==> config.mk <==
export PLATFORM = sky130hd
export DESIGN_NAME = hpfs_pin_select
export DESIGN_NICKNAME = d
export VERILOG_FILES = /design/src/hpfs_pkg.sv /design/src/hpfs_pin_select.sv /design/src/hpfs_sync.sv
export SDC_FILE = /design/constraint.sdc
export NUM_CORES = 1
export LEC_CHECK = 0
export BUFFER_PORTS_ARGS = -buffer_cell sky130_fd_sc_hd__buf_2
export CAP_MARGIN = 10
export CORE_MARGIN = 1
export CORE_UTILIZATION = 40
export CTS_CLUSTER_DIAMETER = 60
export DETAILED_ROUTE_END_ITERATION = 10
export MAX_ROUTING_LAYER = met4
export PLACE_DENSITY_LB_ADDON = 0.05
export SYNTH_ARGS = -nofsm -noshare
export SYNTH_HDL_FRONTEND = slang
export SYNTH_HIERARCHICAL = 1
export SYNTH_SLANG_ARGS = --single-unit
==> constraint.sdc <==
create_clock -name sys_clk -period 1.48 [get_ports sys_clk]
set_clock_uncertainty 0.2 [all_clocks]
set_input_delay 0.148 -clock sys_clk [delete_from_list [all_inputs] [get_ports sys_clk]]
set_output_delay 0.148 -clock sys_clk [all_outputs]
set_load 0.05 [all_outputs]
==> src/hpfs_pkg.sv <==
`default_nettype none
package hpfs_pkg;

  // host interface chosen by the interface-select pin
  typedef enum logic [1:0] {
    HPFS_MODE_SPI = 2'b01,
    HPFS_MODE_I2C = 2'b10
  } hpfs_mode_type;

  // number of shared general-purpose pins and pins per modem group
  localparam int unsigned GPIO_COUNT = 8;
  localparam int unsigned GROUP_PINS = 4;

  // pin index within a modem group
  localparam int unsigned MODEM_DSR_POS = 0;
  localparam int unsigned MODEM_DTR_POS = 1;
  localparam int unsigned MODEM_CD_POS = 2;
  localparam int unsigned MODEM_RI_POS = 3;

  // first pin of each channel's modem group
  localparam int unsigned CHAN_B_BASE = 0;
  localparam int unsigned CHAN_A_BASE = 4;

  // reset values and the idle level of the modem inputs
  localparam logic IRQ_DRIVE_RESET = 1'b0;
  localparam logic MODEM_IN_IDLE_N = 1'b1;
  localparam logic [7:0] GPIO_RESET = 8'h00;

  // interrupt enable bit positions, one copy per channel
  localparam int unsigned IE_RX_DATA_POS = 0;
  localparam int unsigned IE_TX_SPACE_POS = 1;
  localparam int unsigned IE_RX_ERROR_POS = 2;
  localparam int unsigned IE_MODEM_POS = 3;
  localparam int unsigned IE_WIDTH = 4;

  // per-channel interrupt source levels from the uart core
  typedef struct packed {
    logic modem_status;
    logic rx_error;
    logic tx_space;
    logic rx_data;
  } hpfs_irq_src_type;

  // modem input lines (dsr, cd, ri) of one channel, active low as on the wire
  typedef struct packed {
    logic dsr_n;
    logic cd_n;
    logic ri_n;
  } hpfs_modem_in_type;

  // decoded host-side pin roles
  typedef struct packed {
    logic spi_cs_n;
    logic spi_sdi;
    logic [1:0] addr_sel;
  } hpfs_host_pins_type;

endpackage : hpfs_pkg
`default_nettype wire

==> src/hpfs_pin_select.sv <==
`default_nettype none
module hpfs_pin_select #(
  parameter int unsigned GPIO_W = hpfs_pkg::GPIO_COUNT
) (
  // clock and reset
  input wire logic sys_clk,
  input wire logic rst,
  // host-side pins
  input wire logic if_select,
  input wire logic chip_sel_or_addr_sel0,
  input wire logic spi_in_or_addr_sel1,
  output logic spi_out,
  output logic spi_out_oe_n,
  output logic irq_out,
  output logic irq_oe_n,
  // general-purpose pins
  input wire logic [GPIO_W-1:0] gpio_in,
  output logic [GPIO_W-1:0] gpio_out,
  output logic [GPIO_W-1:0] gpio_oe_n,
  // decoded host pin roles to the host interface logic
  output hpfs_pkg::hpfs_mode_type host_mode,
  output hpfs_pkg::hpfs_host_pins_type host_pins,
  // serial output data from the spi slave
  input wire logic spi_sdo_data,
  input wire logic spi_sdo_active,
  // interrupt enables and sources per channel
  input wire logic [hpfs_pkg::IE_WIDTH-1:0] interrupt_enable_reg_a,
  input wire logic [hpfs_pkg::IE_WIDTH-1:0] interrupt_enable_reg_b,
  input wire hpfs_pkg::hpfs_irq_src_type irq_src_a,
  input wire hpfs_pkg::hpfs_irq_src_type irq_src_b,
  // input-change interrupt enable and clear per pin
  input wire logic [GPIO_W-1:0] gpio_change_en,
  input wire logic [GPIO_W-1:0] gpio_change_clr,
  output logic [GPIO_W-1:0] gpio_change_flag,
  // general-purpose io control and readback
  input wire logic modem_pins_a,
  input wire logic modem_pins_b,
  input wire logic [GPIO_W-1:0] gpio_dir_out,
  input wire logic [GPIO_W-1:0] gpio_data_out,
  output logic [GPIO_W-1:0] gpio_state,
  // modem lines to and from the uart channels
  input wire logic dtr_n_a,
  input wire logic dtr_n_b,
  output hpfs_pkg::hpfs_modem_in_type modem_in_a,
  output hpfs_pkg::hpfs_modem_in_type modem_in_b
);

  // ==========================================================
  // pin synchronisers
  // ==========================================================
  logic [2:0] host_sync;
  logic [GPIO_W-1:0] gpio_sync;
  logic [GPIO_W-1:0] gpio_prev;

  hpfs_sync #(
    .WIDTH(3),
    .RESET_VALUE(3'h6)
  ) u_host_sync (
    .sys_clk(sys_clk),
    .rst(rst),
    .async_in({if_select, chip_sel_or_addr_sel0, spi_in_or_addr_sel1}),
    .sync_out(host_sync)
  );

  hpfs_sync #(
    .WIDTH(GPIO_W),
    .RESET_VALUE('0)
  ) u_gpio_sync (
    .sys_clk(sys_clk),
    .rst(rst),
    .async_in(gpio_in),
    .sync_out(gpio_sync)
  );

  // ==========================================================
  // host interface selection
  // ==========================================================
  wire sel_i2c = host_sync[2];
  wire first_in = host_sync[1];
  wire second_in = host_sync[0];
  // same synced inputs as host_pins, so enable and decoded roles agree
  wire cs_active = ~sel_i2c & ~first_in;
  wire next_out_drive = cs_active & spi_sdo_active;

  hpfs_pkg::hpfs_mode_type next_mode;
  assign next_mode = sel_i2c ? hpfs_pkg::HPFS_MODE_I2C
                             : hpfs_pkg::HPFS_MODE_SPI;

  hpfs_pkg::hpfs_host_pins_type next_host_pins;
  // in i2c mode the chip select reads inactive; in spi mode address is zero
  assign next_host_pins.spi_cs_n = sel_i2c | first_in;
  assign next_host_pins.spi_sdi = sel_i2c ? 1'b0 : second_in;
  assign next_host_pins.addr_sel = sel_i2c ? {second_in, first_in}
                                           : 2'b00;

  always_ff @(posedge sys_clk or posedge rst) begin
    if (rst) begin
      host_mode <= hpfs_pkg::HPFS_MODE_I2C;
      host_pins <= '{spi_cs_n: 1'b1, spi_sdi: 1'b0, addr_sel: 2'b00};
    end else begin
      host_mode <= next_mode;
      host_pins <= next_host_pins;
    end
  end

  // ==========================================================
  // spi serial output
  // ==========================================================
  // the spi slave's data is ignored in i2c mode; output stays released
  always_ff @(posedge sys_clk or posedge rst) begin
    if (rst) begin
      spi_out <= 1'b0;
      spi_out_oe_n <= 1'b1;
    end else begin
      spi_out <= next_out_drive & spi_sdo_data;
      spi_out_oe_n <= ~next_out_drive;
    end
  end

  // ==========================================================
  // general-purpose pin roles
  // ==========================================================
  function automatic logic [3:0] group_oe_n(
    input logic modem_sel,
    input logic [3:0] dir_out
  );
    logic [3:0] oe_n;
    oe_n = ~dir_out;
    if (modem_sel) begin
      oe_n = 4'hf;
      oe_n[hpfs_pkg::MODEM_DTR_POS] = 1'b0;
    end
    return oe_n;
  endfunction : group_oe_n

  function automatic logic [3:0] group_out(
    input logic modem_sel,
    input logic [3:0] data_out,
    input logic dtr_n
  );
    logic [3:0] val;
    val = modem_sel ? 4'h0 : data_out;
    if (modem_sel) begin
      val[hpfs_pkg::MODEM_DTR_POS] = dtr_n;
    end
    return val;
  endfunction : group_out

  function automatic hpfs_pkg::hpfs_modem_in_type group_modem_in(
    input logic modem_sel,
    input logic [3:0] pins
  );
    hpfs_pkg::hpfs_modem_in_type m;
    m.dsr_n = hpfs_pkg::MODEM_IN_IDLE_N;
    m.cd_n = hpfs_pkg::MODEM_IN_IDLE_N;
    m.ri_n = hpfs_pkg::MODEM_IN_IDLE_N;
    if (modem_sel) begin
      m.dsr_n = pins[hpfs_pkg::MODEM_DSR_POS];
      m.cd_n = pins[hpfs_pkg::MODEM_CD_POS];
      m.ri_n = pins[hpfs_pkg::MODEM_RI_POS];
    end
    return m;
  endfunction : group_modem_in

  localparam int unsigned BB = hpfs_pkg::CHAN_B_BASE;
  localparam int unsigned AB = hpfs_pkg::CHAN_A_BASE;
  localparam int unsigned GP = hpfs_pkg::GROUP_PINS;

  wire [GPIO_W-1:0] next_gpio_oe_n = {
    group_oe_n(modem_pins_a, gpio_dir_out[AB +: GP]),
    group_oe_n(modem_pins_b, gpio_dir_out[BB +: GP])
  };
  wire [GPIO_W-1:0] next_gpio_out = {
    group_out(modem_pins_a, gpio_data_out[AB +: GP], dtr_n_a),
    group_out(modem_pins_b, gpio_data_out[BB +: GP], dtr_n_b)
  };
  wire [GPIO_W-1:0] io_input_mode = {
    {GP{~modem_pins_a}} & ~gpio_dir_out[AB +: GP],
    {GP{~modem_pins_b}} & ~gpio_dir_out[BB +: GP]
  };

  always_ff @(posedge sys_clk or posedge rst) begin
    if (rst) begin
      gpio_oe_n <= '1;
      gpio_out <= '0;
      gpio_state <= hpfs_pkg::GPIO_RESET;
      gpio_prev <= hpfs_pkg::GPIO_RESET;
      modem_in_a <= '1;
      modem_in_b <= '1;
    end else begin
      gpio_oe_n <= next_gpio_oe_n;
      gpio_out <= next_gpio_out;
      gpio_state <= gpio_sync;
      gpio_prev <= gpio_sync;
      modem_in_a <= group_modem_in(modem_pins_a, gpio_sync[AB +: GP]);
      modem_in_b <= group_modem_in(modem_pins_b, gpio_sync[BB +: GP]);
    end
  end

  // ==========================================================
  // input change flags
  // ==========================================================
  // a change arriving with its clear keeps the flag set
  wire [GPIO_W-1:0] pin_changed = (gpio_sync ^ gpio_prev) & io_input_mode;
  wire [GPIO_W-1:0] next_change_flag =
    pin_changed | (gpio_change_flag & ~gpio_change_clr);

  always_ff @(posedge sys_clk or posedge rst) begin
    if (rst) begin
      gpio_change_flag <= '0;
    end else begin
      gpio_change_flag <= next_change_flag;
    end
  end

  // ==========================================================
  // interrupt output
  // ==========================================================
  function automatic logic chan_pending(
    input logic [hpfs_pkg::IE_WIDTH-1:0] en,
    input hpfs_pkg::hpfs_irq_src_type src
  );
    logic p;
    p = (en[hpfs_pkg::IE_RX_DATA_POS] & src.rx_data)
      | (en[hpfs_pkg::IE_TX_SPACE_POS] & src.tx_space)
      | (en[hpfs_pkg::IE_RX_ERROR_POS] & src.rx_error)
      | (en[hpfs_pkg::IE_MODEM_POS] & src.modem_status);
    return p;
  endfunction : chan_pending

  wire pend_a = chan_pending(interrupt_enable_reg_a, irq_src_a);
  wire pend_b = chan_pending(interrupt_enable_reg_b, irq_src_b);
  wire pend_io = |(gpio_change_flag & gpio_change_en);
  wire next_irq = pend_a | pend_b | pend_io;

  logic irq_drive;

  always_ff @(posedge sys_clk or posedge rst) begin
    if (rst) begin
      irq_drive <= hpfs_pkg::IRQ_DRIVE_RESET;
    end else begin
      irq_drive <= next_irq;
    end
  end

  // open drain: data is always low, only the enable moves
  assign irq_out = 1'b0;
  assign irq_oe_n = ~irq_drive;

endmodule : hpfs_pin_select
`default_nettype wire

==> src/hpfs_sync.sv <==
`default_nettype none
// two-stage synchroniser for pin inputs
module hpfs_sync #(
  parameter int unsigned WIDTH = 1,
  parameter logic [WIDTH-1:0] RESET_VALUE = '0
) (
  // clock and reset
  input wire logic sys_clk,
  input wire logic rst,
  // data
  input wire logic [WIDTH-1:0] async_in,
  output logic [WIDTH-1:0] sync_out
);

  logic [WIDTH-1:0] stage1;

  always_ff @(posedge sys_clk or posedge rst) begin
    if (rst) begin
      stage1 <= RESET_VALUE;
      sync_out <= RESET_VALUE;
    end else begin
      stage1 <= async_in;
      sync_out <= stage1;
    end
  end

endmodule : hpfs_sync
`default_nettype wire

* Word level (Yosys, flattened, before mapping)
Index checks and enable logic that the tools add are counted.
** Storage, ports and cells
- Bits in registers :: 69
- Bits of input ports :: 67
- Output and inout bits :: 48
- Word-level logic and storage cells :: 69
** Cells by class
- Multiplexer cells :: 11
- Bitwise gates (word level) :: 36
- Reductions and logical operators :: 1
** Operators by type and width (number)
- AND 8 bit :: 3
- two-way mux 4 bit :: 4
- AND 1 bit :: 11
- bitwise OR 1 bit :: 9
- AND 4 bit :: 2
- inverter 4 bit :: 2
- inverter 8 bit :: 1
- bitwise OR 8 bit :: 1
- OR reduction 8 bit :: 1
- XOR 8 bit :: 1
- two-way mux 3 bit :: 2
- inverter 1 bit :: 6
- two-way mux 2 bit :: 2
- two-way mux 1 bit :: 3

* Logic depth before layout (Yosys ltp)
- Word-level depth :: 6
- Depth in mapped cells :: 3
- Depth with buffers taken out :: 3

* Hierarchy
The synthesis kept the hierarchy.
** Modules (own cells, without submodules)
- hpfs_pin_select :: times used 1, cells an instance 118, area each 1695.4 um^2, seq. area each 1197.4 um^2
- hpfs_sync (u_gpio_sync) :: times used 1, cells an instance 17, area each 404.1 um^2, seq. area each 400.4 um^2
- hpfs_sync (u_host_sync) :: times used 1, cells an instance 7, area each 158.9 um^2, seq. area each 155.1 um^2

* Least setup slack after synthesis
OpenSTA, ideal clock, no wires.
- Kind :: register to register
- Start :: register gpio_change_flag[6]
- End :: register irq_drive
- Arrival time :: 1085 ps
- Required time :: 1143 ps
- Slack :: 58 ps
- Cell stages (with the launch flop) :: 4
- Path buffers :: 0
- Period minus slack after synthesis :: 1422 ps
- Cell sequence :: dfrtp_1 -> a22o_1 -> a221oi_2 -> nand4_1
** Between the ends
- Cells in the longest elaborated chain, start to end :: 3
** Ends and longest elaborated chain
- start: declaration :: RTL line hpfs_pin_select.sv:34 : output logic [GPIO_W-1:0] gpio_change_flag,
- start signal: assignment :: RTL line hpfs_pin_select.sv:212 : gpio_change_flag <= next_change_flag;
- AND 8 bit :: RTL line hpfs_pin_select.sv:233 : wire pend_io = |(gpio_change_flag & gpio_change_en);
- OR reduction 8 bit :: RTL line hpfs_pin_select.sv:233
- bitwise OR 1 bit :: RTL line hpfs_pin_select.sv:234 : wire next_irq = pend_a | pend_b | pend_io;
- named net next_irq :: RTL line hpfs_pin_select.sv:234
- end signal: assignment :: RTL line hpfs_pin_select.sv:240 : irq_drive <= hpfs_pkg::IRQ_DRIVE_RESET;
- end signal: assignment :: RTL line hpfs_pin_select.sv:242 : irq_drive <= next_irq;
- end: declaration :: RTL line hpfs_pin_select.sv:236 : logic irq_drive;
The timed path passes the listed nets, and every way through them passes these cells.

* Worst setup path in the final report
- Start :: input port gpio_data_out[0]
- End :: register gpio_out[0]
** Between the ends
- Cells in the longest elaborated chain, start to end :: 1
** Ends and longest elaborated chain
- start: declaration :: RTL line hpfs_pin_select.sv:39 : input wire logic [GPIO_W-1:0] gpio_data_out,
- two-way mux 4 bit :: RTL line hpfs_pin_select.sv:142 : val = modem_sel ? 4'h0 : data_out;
- named net next_gpio_out[0] :: RTL line hpfs_pin_select.sv:173 : wire [GPIO_W-1:0] next_gpio_out = {
- end signal: assignment :: RTL line hpfs_pin_select.sv:192 : gpio_out <= next_gpio_out;
- end: declaration :: RTL line hpfs_pin_select.sv:18 : output logic [GPIO_W-1:0] gpio_out,
The timed path passes the listed nets, and every way through them passes these cells.

==> run metrics <==
result of the run=completed; placed insts=roughly 320; post-CTS setup repair buffer count=0; P&R area growth vs syn=74.52%; die footprint=between 0.005 and 0.006 mm2; post-synth cell types=21; Synthesized Nets=between 200 and 250; # rows=26; Setup violations, final=0; TritonCTS clock tree=done; clk sinks=69; Final #Nets=408; CP endpoint kind=flip-flop; LEAKAGE=between 1.5 and 2 nW; Worst setup SP type=input pin; Fillers=around 380; I/O Pins=between 100 and 150; Starting Density=0.4285; commonest non-fill, non-tap cells in the layout=buf_2, dlygate4sd3_1, dfrtp_1; total global routing overflow=0; GPL Wtd Cong=between 0.7 and 0.8; post-layout min period=between 1000 and 1500 ps; Arrival @ worst endpoint=around 1500 ps; Max Clk Rate=approximately 680 MHz; Avg Cell Area, Syn=15.90 um2; period utilization=0.9876; number of synthesis warnings=6; max-cap violations=0; vias in the first global route=1986; CTS root buf=clkbuf_8; flip-flop and latch count after synthesis=slightly below 70; # diodes=0; commonest non-fill, non-tap cell in the layout=buf_2; chip height=around 77 um; area of the multi-input gates=422.9 um2; Fin. Hold Viols=0; clk_lat worst skew=roughly 330 ps; largest net degree at the start of global routing=48; cells after synthesis=between 100 and 150; Iter 0 DRT Violations=68; Req. time, crit path=about 1500 ps; port bufs=about 110; cell taking the most area after synthesis=dfrtp_1; Synth Flop Type=dfrtp_1; Routed WL=~5800 um; drt wl/cell=roughly 14 um; EDFF count, synth=0; largest cells by area after synthesis=dfrtp_1, dfstp_2, nand2b_1; DP HPWL=3363 um; clk slew on worst S/H paths=around 70 ps; Min-Delay Path Class=in2reg; CP max FO=1; final cell count without fillers=416; Synth Cell Area=around 0.0023 mm2; layout cell share with drive strength beyond 1=0.4566; clk buf depth=2; Core Region=0.005270 mm2; register area=around 0.0018 mm2; via/cell ratio=between 4 and 5; Residual DRC=0; post-synth top area share=0.5319; final antenna-violating net count=0; sequential share of the synthesized area=0.7762; H-tree depth=3; first-pass GRT wire length=9411 um; total vias in the final route=~1800; FFs w/ async S/R, synth=1.000; initial antenna violation count=0; GRT Total Usage=0.2202; TritonRoute pass-1 iters=4; setup TNS=0 ps; maximum VDD drop=971.2 uV; die width=approximately 77 um; crit path kind=in2reg; PwrDens=1180 mW/mm2; Slew Limit Fails=0; cts bufs inserted=9
-- repair_timing --
action,in CTS,in global routing
endpoints found under the setup margin,0,15
hold buffers,77,1
hold endpoints to repair,113,2
gates resized for setup,0,13
-- cell type report --
cell class                      instances  area share
Tap cell                               70     0.02222
Clock inverter                          6     0.02825
Timing Repair Buffer                  191      0.3517
Inverter                               14     0.01333
Sequential cell                        69      0.4448
Clock buffer                           10     0.03238
Multi-Input combinational cell         56      0.1073
-- cells by family (layout without fill, tap and decap cells) --
| group | Yosys count | count (layout) | share of synthesized area |
|---|---|---|---|
| AO/OA/AOI/OAI | 16 | 16 | 0.06981 |
| other | 1 | 1 | 0.001660 |
| buffers and inverters | 17 | 221 | 0.03657 |
| flip-flops | 69 | 69 | 0.7762 |
| XOR/XNOR | 8 | 8 | 0.03103 |
| AND/OR/NAND/NOR | 29 | 29 | 0.07479 |
| multiplexers | 2 | 2 | 0.009972 |
-- state kept, by name, indices dropped and copies added, names as in the netlist, 2 cells and up --
register / cells
gpio_prev: 8
u_host_sync/stage1: 3
host_mode: 2
u_gpio_sync/sync_out: 8
host_pins: 4
modem_in_b: 3
modem_in_a: 3
u_gpio_sync/stage1: 8
gpio_change_flag: 8
gpio_out: 8
u_host_sync/sync_out: 3
gpio_oe_n: 8
-- power breakdown --
group / internal (W) / switching [W]
clock: 0.00112 / 0.000675
sequential: 0.00201 / 0.0000543
combinational: 0.000325 / 0.000465
-- critical path, stage by stage --
cell	delay, ps
dlygate4sd3_1	540
buf_2	130
nor2b_1	120
dlygate4sd3_1	550
-- per-stage QoR --
| stage | power (W) | worst slack, ps | utilization | hold WS, ps | cell area (um2) |
|---|---|---|---|---|---|
| 2_1_floorplan | 0.002510 | 44.02 | - | -263.9 | 2258 |
| 4_1_cts | 0.004691 | 1.146 | 0.7436 | 0.8213 | 3919 |
| 3_5_place_dp | 0.002721 | 226.0 | 0.5520 | -104.8 | 2909 |
| 5_1_grt | 0.004856 | -3.490 | 0.7479 | 10.80 | 3941 |
| 3_3_place_gp | 0.002715 | 282.0 | 0.5520 | -106.2 | 2909 |
| 6_report | 0.004652 | 18.32 | 0.7479 | 14.32 | 3941 |
-- metal layers --
layer | GRT usage | share of wire | up-vias
li1 | - | - | 858
met1 | 0.2478 | 0.42 | 881
met2 | 0.3690 | 0.51 | 79
met3 | 0.04881 | 0.053 | 12
met4 | 0.1094 | 0.021 | 0
met5 | - | 0 | -
-- path summary, 6_finish.rpt --
check | endpoint | slack, ps | cells past startpoint | start
hold / removal | gpio_out[1]$_DFF_PP0_ | 10 | 2 | modem_pins_b
hold reg to reg | u_gpio_sync/sync_out[6]$_DFF_PP0_ | 150 | 0 | u_gpio_sync/stage1[6]$_DFF_PP0_
min in group asynchronous | u_host_sync/sync_out[0]$_DFF_PP0_ | 110 | 3 | rst
max in group asynchronous | u_gpio_sync/stage1[1]$_DFF_PP0_ | 530 | 4 | rst
setup / recovery | gpio_out[0]$_DFF_PP0_ | 20 | 4 | gpio_data_out[0]
setup reg to reg | irq_drive$_DFF_PP0_ | 200 | 3 | gpio_change_flag[4]$_DFF_PP0_
-- cell usage after synthesis, types with 3 or more instances --
| library cell | n |
|---|---|
| dfrtp_1 | 48 |
| dfstp_2 | 21 |
| inv_1 | 14 |
| nand2b_1 | 10 |
| nor2b_1 | 7 |
| o32ai_1 | 6 |
| xnor2_1 | 6 |
| a221oi_2 | 4 |
| a22o_1 | 4 |
| nand2_1 | 3 |
| nor2_1 | 3 |
Note: power is estimated with default switching activity, not from simulation.
